==> src/rtl/enc_out_regs.svh <==
/*
 * Constants for the incremental encoder output generator.
 * Assumes inclusion by bare name; definitions only.
 */
`ifndef ENC_OUT_REGS_SVH
`define ENC_OUT_REGS_SVH

`define CPR_MIN          16'd2500
`define CPR_MAX          16'd7500
`define CPR_DEFAULT      16'd2500
`define STATES_PER_CYCLE 3'd4
`define SYNC_STAGES      2
`define FREQ_MAX_KHZ     750
`define CLK_MHZ          100
// Shaft position whose quarter cycle carries the index
`define INDEX_POS        18'd2
// Shortest step spacing: a cycle at 750 kHz is four steps
`define MIN_STEP_CYCLES  ((`CLK_MHZ * 1000) / (`FREQ_MAX_KHZ * 4))

`endif

==> src/rtl/enc_out_pkg.sv <==
/*
 * Types for the incremental encoder output generator.
 * Assumes nothing beyond a SystemVerilog compiler.
 */
package enc_out_pkg;

    typedef enum logic [1:0] {
        PH_00 = 2'b00,
        PH_10 = 2'b01,
        PH_11 = 2'b10,
        PH_01 = 2'b11
    } quad_state_t;

    typedef logic [15:0] cpr_t;

endpackage

==> src/rtl/enc_out.sv <==
/*
 * Encoder output generator: turns quarter-cycle shaft steps into two
 * quadrature channels and an index, each driven as a complementary pair.
 * Assumes step pulses come from an asynchronous position sensor, at most
 * one quarter cycle per step, and no faster than the receiver can follow.
 */
`timescale 1ns/100ps
`include "enc_out_regs.svh"

module enc_out
    import enc_out_pkg::*;
#(
    parameter cpr_t CPR = `CPR_DEFAULT
) (
    // Clock and reset
    input  wire logic CLK,
    input  wire logic NRST,
    // Shaft steps, one per quarter cycle, asynchronous
    input  wire logic STEP_CW,
    input  wire logic STEP_CCW,
    // Quadrature pair one
    output logic      QA_P,
    output logic      QA_N,
    // Quadrature pair two
    output logic      QB_P,
    output logic      QB_N,
    // Index pair
    output logic      IDX_P,
    output logic      IDX_N
);
    localparam logic [17:0] STEPS_REV = 18'(CPR) * 18'd4;
    localparam logic [17:0] LAST_POS  = STEPS_REV - 18'd1;
    localparam logic [17:0] IDX_POS   = `INDEX_POS;

    quad_state_t st_q;
    quad_state_t st_d;
    logic [17:0] pos_q;
    logic [17:0] pos_d;
    logic        cw_rise;
    logic        ccw_rise;
    logic        fwd;
    logic        rev;
    logic        qa_w;
    logic        qb_w;
    logic        idx_w;
    logic        at_last;
    logic        at_first;
    logic [17:0] pos_up;
    logic [17:0] pos_dn;

    enc_step_sync u_sync_cw (
        .CLK    (CLK),
        .NRST   (NRST),
        .pin_in (STEP_CW),
        .rise   (cw_rise)
    );

    enc_step_sync u_sync_ccw (
        .CLK    (CLK),
        .NRST   (NRST),
        .pin_in (STEP_CCW),
        .rise   (ccw_rise)
    );

    // Simultaneous opposite steps cancel
    assign fwd = cw_rise & ~ccw_rise;
    assign rev = ccw_rise & ~cw_rise;

    // Gray sequence 00,10,11,01 forward; reverse walks it backward
    function automatic quad_state_t step_fn(input quad_state_t s, input logic up);
        unique case (s)
            PH_00: step_fn = up ? PH_10 : PH_01;
            PH_10: step_fn = up ? PH_11 : PH_00;
            PH_11: step_fn = up ? PH_01 : PH_10;
            PH_01: step_fn = up ? PH_00 : PH_11;
        endcase
    endfunction

    assign st_d = (fwd | rev) ? step_fn(st_q, fwd) : st_q;

    // Position wraps after CPR cycles of four steps, either way round
    assign at_last  = (pos_q == LAST_POS);
    assign at_first = (pos_q == 18'd0);
    assign pos_up   = at_last ? 18'd0 : pos_q + 18'd1;
    assign pos_dn   = at_first ? LAST_POS : pos_q - 18'd1;
    assign pos_d    = fwd ? pos_up : rev ? pos_dn : pos_q;

    assign qa_w  = (st_d == PH_10) | (st_d == PH_11);
    assign qb_w  = (st_d == PH_11) | (st_d == PH_01);
    // Index decoded from the next position alone, high when it equals IDX_POS
    assign idx_w = (pos_d == IDX_POS);

    always_ff @(posedge CLK or negedge NRST) begin
        if (!NRST) begin
            st_q <= PH_00;
            pos_q <= 18'd0;
        end else begin
            st_q <= st_d;
            pos_q <= pos_d;
        end
    end

    always_ff @(posedge CLK or negedge NRST) begin
        if (!NRST) begin
            QA_P <= 1'b0;
            QA_N <= 1'b1;
            QB_P <= 1'b0;
            QB_N <= 1'b1;
            IDX_P <= 1'b0;
            IDX_N <= 1'b1;
        end else begin
            QA_P <= qa_w;
            QA_N <= ~qa_w;
            QB_P <= qb_w;
            QB_N <= ~qb_w;
            IDX_P <= idx_w;
            IDX_N <= ~idx_w;
        end
    end

    a_pair_compl: assert property (@(posedge CLK) disable iff (!NRST)
        (QA_P != QA_N) && (QB_P != QB_N) && (IDX_P != IDX_N))
        else $error("output pair not complementary");

    a_one_edge_step: assert property (@(posedge CLK) disable iff (!NRST)
        !((QA_P != $past(QA_P)) && (QB_P != $past(QB_P))))
        else $error("both channels toggled together");

    a_cw_lead: assert property (@(posedge CLK) disable iff (!NRST)
        (fwd && !QA_P && !QB_P) |=> (QA_P && !QB_P))
        else $error("clockwise step did not raise channel one first");

    a_ccw_lead: assert property (@(posedge CLK) disable iff (!NRST)
        (rev && !QA_P && !QB_P) |=> (!QA_P && QB_P))
        else $error("counter-clockwise step did not raise channel two first");

    a_idle_hold: assert property (@(posedge CLK) disable iff (!NRST)
        (!fwd && !rev) |=> $stable(QA_P) && $stable(QB_P))
        else $error("channel changed without a step");

    a_index_quad: assert property (@(posedge CLK) disable iff (!NRST)
        IDX_P |-> (QA_P && QB_P))
        else $error("index high outside its quarter cycle");

    a_index_pos: assert property (@(posedge CLK) disable iff (!NRST)
        IDX_P == (pos_q == 18'd2))
        else $error("index not tied to shaft position");

    a_rev_wrap: assert property (@(posedge CLK) disable iff (!NRST)
        (fwd && pos_q == STEPS_REV - 18'd1) |=> (pos_q == 18'd0) && !QA_P && !QB_P)
        else $error("revolution wrap not at CPR cycles");

    a_pos_range: assert property (@(posedge CLK) disable iff (!NRST)
        pos_q < STEPS_REV)
        else $error("position beyond one revolution");

    a_state_pos: assert property (@(posedge CLK) disable iff (!NRST)
        st_q == quad_state_t'(pos_q[1:0]))
        else $error("channel state out of step with position");

    // Exactly one channel moves per step, and which one depends on direction
    a_fwd_one: assert property (@(posedge CLK) disable iff (!NRST)
        fwd |=> ((QA_P != $past(QA_P)) != (QB_P != $past(QB_P))))
        else $error("forward step did not move exactly one channel");

    a_rev_one: assert property (@(posedge CLK) disable iff (!NRST)
        rev |=> ((QA_P != $past(QA_P)) != (QB_P != $past(QB_P))))
        else $error("reverse step did not move exactly one channel");

    a_cw_order: assert property (@(posedge CLK) disable iff (!NRST)
        fwd |=> ((QA_P != $past(QA_P)) == ($past(QA_P) == $past(QB_P))))
        else $error("clockwise step moved the wrong channel");

    a_ccw_order: assert property (@(posedge CLK) disable iff (!NRST)
        rev |=> ((QB_P != $past(QB_P)) == ($past(QA_P) == $past(QB_P))))
        else $error("counter-clockwise step moved the wrong channel");

    // Each channel is high on two of the four positions, a quarter apart
    a_duty_a: assert property (@(posedge CLK) disable iff (!NRST)
        QA_P == (pos_q[1] ^ pos_q[0]))
        else $error("channel one high outside its half cycle");

    a_duty_b: assert property (@(posedge CLK) disable iff (!NRST)
        QB_P == pos_q[1])
        else $error("channel two not a quarter behind channel one");

    // Position bookkeeping across steps and wraps
    a_ccw_wrap: assert property (@(posedge CLK) disable iff (!NRST)
        (rev && at_first) |=> (pos_q == LAST_POS) && !QA_P && QB_P)
        else $error("reverse wrap not to the last position");

    a_pos_up: assert property (@(posedge CLK) disable iff (!NRST)
        (fwd && !at_last) |=> (pos_q == $past(pos_q) + 18'd1))
        else $error("forward step did not advance position by one");

    a_pos_down: assert property (@(posedge CLK) disable iff (!NRST)
        (rev && !at_first) |=> (pos_q == $past(pos_q) - 18'd1))
        else $error("reverse step did not retreat position by one");

    a_cancel_hold: assert property (@(posedge CLK) disable iff (!NRST)
        (cw_rise && ccw_rise) |=> $stable(pos_q) && $stable(IDX_P))
        else $error("opposite steps together moved the shaft");

    // Index lasts one step and is entered from either side
    a_index_once: assert property (@(posedge CLK) disable iff (!NRST)
        ((fwd || rev) && IDX_P) |=> !IDX_P)
        else $error("index held over more than one step");

    a_index_enter: assert property (@(posedge CLK) disable iff (!NRST)
        (fwd && pos_q == 18'd1) |=> IDX_P)
        else $error("index missed on forward entry");

    a_ccw_enter: assert property (@(posedge CLK) disable iff (!NRST)
        (rev && pos_q == 18'd3) |=> IDX_P)
        else $error("index missed on reverse entry");

endmodule

==> src/rtl/enc_step_sync.sv <==
/*
 * Two-stage synchroniser and rising-edge detector for the shaft step inputs.
 * Assumes the step pins are asynchronous to CLK.
 */
`timescale 1ns/100ps
module enc_step_sync (
    // Clock and reset
    input  wire logic CLK,
    input  wire logic NRST,
    // Raw input and synchronised rising-edge pulse
    input  wire logic pin_in,
    output logic      rise
);
    logic meta_q;
    logic sync_q;
    logic last_q;

    assign rise = sync_q & ~last_q;

    always_ff @(posedge CLK or negedge NRST) begin
        if (!NRST) begin
            meta_q <= 1'b0;
            sync_q <= 1'b0;
            last_q <= 1'b0;
        end else begin
            meta_q <= pin_in;
            sync_q <= meta_q;
            last_q <= sync_q;
        end
    end
endmodule

==> config.mk <==
export PLATFORM = sky130hd
export DESIGN_NAME = enc_out
export DESIGN_NICKNAME = d
export VERILOG_FILES = /design/src/rtl/enc_out_pkg.sv /design/src/rtl/enc_out.sv /design/src/rtl/enc_step_sync.sv
export VERILOG_INCLUDE_DIRS = /design/src /design/src/rtl
export SDC_FILE = /design/constraint.sdc
export NUM_CORES = 1
export LEC_CHECK = 0
export ABC_AREA = 1
export BUFFER_PORTS_ARGS = -buffer_cell sky130_fd_sc_hd__buf_2
export CAP_MARGIN = 20
export CELL_PAD_IN_SITES_DETAIL_PLACEMENT = 0
export CELL_PAD_IN_SITES_GLOBAL_PLACEMENT = 1
export CORE_MARGIN = 3
export CORE_UTILIZATION = 50
export CTS_BUF_LIST = sky130_fd_sc_hd__clkbuf_2
export CTS_CLUSTER_DIAMETER = 60
export DETAILED_ROUTE_END_ITERATION = 10
export PLACE_DENSITY = 0.89
export SETUP_SLACK_MARGIN = 0.05
export SKIP_LAST_GASP = 1
export SLEW_MARGIN = 15
export SYNTH_ARGS = -nofsm -noshare
export SYNTH_HDL_FRONTEND = slang
export SYNTH_HIERARCHICAL = 1
export SYNTH_SLANG_ARGS = --single-unit
==> constraint.sdc <==
create_clock -name CLK -period 3.35 [get_ports CLK]
set_input_delay 0.335 -clock CLK [delete_from_list [all_inputs] [get_ports CLK]]
set_output_delay 0.335 -clock CLK [all_outputs]
set_load 0.1 [all_outputs]
# Yosys cells after proc, flatten, opt, wreduce, memory -nomap -nowiden
# Index checks and enable logic that the tools add are counted.
# totals
out_inout_bits	6
in_bits	4
ff_bits	32
# classes
eq_ne	8
n_mux	10
add_sub_neg	2
reduce_logical	2
bitwise_logic	14
# ops
cell	n
2-to-1 mux 18 bit	4
adder 18 x 1 -> 18 bit, second input constant	1
== test 18 x 14 -> 1 bit, second input constant	1
== test 18 x 2 -> 1 bit, second input constant	1
logical NOT 18 bit	1
subtractor 18 x 1 -> 18 bit, second input constant	1
2-to-1 mux 2 bit	5
== test 2 bit, second input constant	4
case mux 2 bit (4 select lines)	1
NOT 1 bit	7
bitwise AND 1 bit	4
== test 2 x 1 -> 1 bit, second input constant	2
OR 1 bit	3
logical NOT 2 bit	1

# Longest topological paths before layout
# depth
depth_word	10
mapped_depth	18

# Modules after synthesis
# The synthesis kept the hierarchy.
# modules_own_cells
mod	area_per_inst_um2	cells_each	n_inst
enc_out	2279.7	358	1
enc_step_sync	85.1	5	2

# Least setup slack after synthesis
# Ideal clock, no wire load.
# synth_timing
path_type	reg-to-reg
startpoint	reg u_sync_ccw.sync_q
endpoint	reg QB_P
t_arrival_ns	1.727
synth_period_minus_slack_ns	1.845
n_path_buf	2
stages_incl_launch_ff	14
slack_ns	1.505
required_ns	3.231
setup_time_ns	0.119
cell_sequence	dfrtp_1 inv_1 nor2_2 inv_1 ha_1 buf_2 inv_1 buf_2 a21oi_1 o21ai_0 xnor2_1 ha_1 nor2_1 inv_1
# synth_between
elab_chain_cells	8
elab_cells_between_ends	14
cone_classes	eq/ne: 2; mux: 6; bitwise: 6
# synth_lines
element	line	text
from (decl)	enc_step_sync.sv:15	logic sync_q;
from (signal assigned)	enc_step_sync.sv:27	sync_q <= meta_q;
bitwise AND 1 bit (*)	enc_step_sync.sv:18	assign rise = sync_q & ~last_q;
net ccw_rise	enc_out.sv:40	logic ccw_rise;
NOT 1 bit	enc_out.sv:66	assign fwd = cw_rise & ~ccw_rise;
bitwise AND 1 bit	enc_out.sv:66	
2-to-1 mux 2 bit (on tied branches)	--	
case mux 2 bit (4 select lines)	enc_out.sv:71	unique case (s)
2-to-1 mux 2 bit (*)	enc_out.sv:79	assign st_d = (fwd | rev) ? step_fn(st_q, fwd) : st_q;
net st_d[1]	enc_out.sv:36	quad_state_t st_d;
== test 2 bit	enc_out.sv:89	assign qb_w = (st_d == PH_11) | (st_d == PH_01);
OR 1 bit (*)	enc_out.sv:89	
net qb_w	enc_out.sv:44	logic qb_w;
to (signal assigned)	enc_out.sv:114	QB_P <= qb_w;
to (decl)	enc_out.sv:25	output logic QB_P,
# The timed path passes the listed nets; every way through them passes the cells marked *.

# Worst setup path after layout
# layout_timing
startpoint	reg u_sync_cw.sync_q
endpoint	reg IDX_N
# layout_between
elab_chain_cells	7
elab_cells_between_ends	8
cone_classes	eq/ne: 1; mux: 2; bitwise: 5
# layout_lines
element	line	text
from (decl)	enc_step_sync.sv:15	
from (signal assigned)	enc_step_sync.sv:27	
bitwise AND 1 bit (*)	enc_step_sync.sv:18	
net cw_rise	enc_out.sv:39	logic cw_rise;
NOT 1 bit	enc_out.sv:67	assign rev = ccw_rise & ~cw_rise;
bitwise AND 1 bit	enc_out.sv:67	
2-to-1 mux 18 bit	enc_out.sv:86	assign pos_d = fwd ? pos_up : rev ? pos_dn : pos_q;
2-to-1 mux 18 bit (*)	enc_out.sv:86	
net pos_d[7]	enc_out.sv:38	logic [17:0] pos_d;
== test 18 x 2 -> 1 bit (*)	enc_out.sv:91	assign idx_w = (pos_d == IDX_POS);
NOT 1 bit (*)	enc_out.sv:117	IDX_N <= ~idx_w;
to (signal assigned)	enc_out.sv:117	
to (decl)	enc_out.sv:29	output logic IDX_N
# Marks and branches as above.

==> results.md <==
* Synth cell count leaders: nand2_1, nor2_1, inv_1, nand3_1, dfrtp_1
* # fillers at 451
* Top_reg_cell synth: dfrtp_1
* CTS tree: built
* Outcome: complete, no violations
* Post-synthesis mux area share at 0%
* Worst setup EP type: flip-flop
* Post CTS Setup Buffer Count at 0
* Share of cells above drive strength 1 at 14.9%
* RSZ-0062 raised after global routing: false
* Htree depth at 2
* Initial antenna violation count at 0
* All-layer global routing usage at 24.6%
* CP max FO at 11
* Routability cong. at 0.914
* Crit share post-route at 76.6%
* CTS root buffer: clkbuf_2
* Vias at around 2,400
* Pwr Density at 924 mW/mm^2
* Total power at ~2.4 mW
* CP dominant cell by count: nand2_1
* Syn_nets at 378
* Post-Synthesis Cells at approximately 370
* Register with the most flip-flops: pos_q
* Number of global-route vias before repair at 2,268
* Post-synth EDFFs at 0
* Max frequency at a little under 400 MHz
* HPWL after detailed placement at 5040 um
* Count of cell types in the netlist at 29
* Final Critical Period at approximately 2.6 ns
* Slew @ Worst Pin at 0.722 ns
* DRT antenna net count at 0
* DR vias/cell at between 5 and 6
* Reg2reg start: u_sync_cw/sync_q$_DFF_PN0_
* Yosys reg bits at 32
* Leak Pwr at between 1 and 1.5 nW
* # DRC at 0
* Die area at slightly below 0.006 mm^2
* Pre-CTS setup slack at 0.743 ns
* CP startpoint: u_sync_cw/sync_q$_DFF_PN0_
* Slew headroom at about 52%
* Yosys warning count at 6
* First-pass GRT wire length at 11,300 um
* Startpoint Class: flip-flop
* WHS at around 0.048 ns
* GRT overflow at 0
* Chip Height at 76.0 um
* Pre-antenna DRT Iters at 5
* Post-synthesis cell area at 0.00245 mm^2
* Syn-to-layout area delta at 6.38%
* Final Setup Violations at 0
* Wire per inst at 15.0 um
* Final slew viol count at 0
* Worst skew pair latency at 0.40 ns
* Max reg flops at 18
* Largest family of logic cells by synthesized area: simple AND/OR/NAND/NOR gates
* Final Skew at 0.0176 ns
* Area share of the largest cell type after synthesis at between 20% and 30%
* Starting Density at 54.0%
* CP peak stage delay at between 0.4 and 0.5 ns
* DRT iter0 DRCs at 249
* Die X at 76.0 um
* Largest cells by area after synthesis: dfrtp_1, nand2_1, nor2_1, nand3_1, inv_1
* CTS Buffer Depth at 2
* Final worst slack at 0.784 ns
* Avg Cell Area, Syn at 6.66 um^2
* Final Hold Vio Count at 0
* Max VDD drop at between 0.0008 and 0.0009 V
* Most numerous cell in the Yosys netlist: nand2_1
* Row Count at 24
* Core ar. at around 0.0045 mm^2
* Largest registers: pos_q x18, st_q x2
* Routed WL at 6640 um
* Largest net degree at the start of global routing at 33
* XOR/XNOR share of the synthesized area at under 10%
* Io pins at 10
* Register area share after synthesis at 32.8%
* Setup TNS at 0 ns
* Synth area leader: dfrtp_1
* Clock sinks at 32
* Antenna diodes at 0
* Worst hold path type: in -> reg
* Crit-path cells: inv_1 -> nor2_2 -> inv_1 -> ha_1 -> inv_1 -> nor2_2 -> nand2_1 -> nor2_2 -> nand2_1 -> nand2_1 -> inv_1 -> nand3_1 -> nand2_1 -> nor2_1 -> nand2_1 -> nor3_1 -> nand2_1
* IO Port Bufs at 9
* Post-synthesis simple-gate area fraction at 45.8%
* # nets final at a little under 400
* WP data arrival at 2.92 ns
* WP data required at 3.70 ns
* CTS Buf Count at 5
* Adder-cell share of the synthesized area at 3.06%
* Max Cap Viol at 0
* Post-synth ARST share at 100%
* Hold path startpoint: STEP_CCW
* Critical path's slowest cell: ha_1
* Setup Crit Path Kind: reg -> reg
* CTS clock-pin slew for the worst setup and hold paths at 0.20 ns
* Compound-Gate Fraction of Synth Area at 3.06%
-- critical path, delay by kind of cell (launching register included) --
| kind | cells | cell delay, ns |
|---|---|---|
| buf+inv | 4 | 0.35 |
| fa+ha+maj | 1 | 0.45 |
| simple gates | 12 | 1.30 |
| flops | 1 | 0.42 |
-- worst paths after layout --
check                                              end  slack [ns]  cells past startpoint
setup / recovery                       IDX_N$_DFF_PN1_        0.78                     17
hold / removal             u_sync_ccw/meta_q$_DFF_PN0_        0.05                      1
setup reg to reg                       IDX_N$_DFF_PN1_        0.78                     17
hold reg to reg            u_sync_ccw/sync_q$_DFF_PN0_        0.38                      0
max in group asynchronous           pos_q[1]$_DFF_PN0_        2.38                      2
min in group asynchronous               QA_P$_DFF_PN0_        0.50                      2
-- metrics by stage --
| stage | cells | area [um^2] | utilization [%] |
|---|---|---|---|
| 2_1_floorplan | 368 | 2450 | - |
| 3_3_place_gp | 432 | 2510 | 55.5 |
| 3_5_place_dp | 432 | 2510 | 55.5 |
| 4_1_cts | 441 | 2600 | 57.3 |
| 5_1_grt | 442 | 2610 | 57.5 |
| 6_report | 442 | 2610 | 57.5 |
-- logic make-up after synthesis --
kind of cell / Yosys count
buffers and inverters: 64
AND/OR/NAND/NOR: 239
adder cells (fa/ha/maj): 6
flip-flops: 32
AO/OA/AOI/OAI: 15
XOR/XNOR: 12
-- layout by cell type (no fill, tap or decap), types with 2 or more instances in the layout --
| cell type | instances |
|---|---|
| ha_1 | 6 |
| inv_2 | 2 |
| dlygate4sd3_1 | 2 |
| nand3_1 | 38 |
| nand2_2 | 6 |
| nor3_1 | 3 |
| nor2_4 | 7 |
| dfstp_2 | 3 |
| clkbuf_2 | 5 |
| or2_2 | 2 |
| xnor2_1 | 2 |
| a21oi_1 | 6 |
| dfrtp_1 | 29 |
| o21ai_1 | 3 |
| buf_2 | 9 |
| nor2_2 | 15 |
| o21ai_0 | 6 |
| nand2_1 | 96 |
| xor2_1 | 10 |
| nand4_1 | 11 |
| nor2_1 | 56 |
| inv_1 | 50 |
-- what timing repair did --
item | in CTS | in global routing
hold buffers | 1 | 1
endpoints found under the hold margin | 29 | 1
resized for setup | 0 | 0
-- power breakdown --
part           switching, mW  internal, mW
combinational          0.955         0.385
clock                  0.159         0.129
sequential             0.248         0.531
-- layout make-up --
type	count	area, um^2	area share, %
sequential	32	805	30.9
inverter	53	199	7.63
clock inverter	3	46.3	1.78
timing repair buffer	12	72.6	2.78
clock buffer	5	25.0	0.960
multi-input combinational	272	1380	52.9
tap	65	81.3	3.12
-- layer usage --
metal,track usage [%],up-vias,share of wire [%],routed length [um]
li1,-,1155,-,-
met1,35.9,1110,49,3220
met2,37.8,83,43,2870
met3,3.19,15,6.3,416
met4,7.97,0,1.9,125
met5,0,-,0,0
No activity file was read; power rests on OpenSTA's default activity.
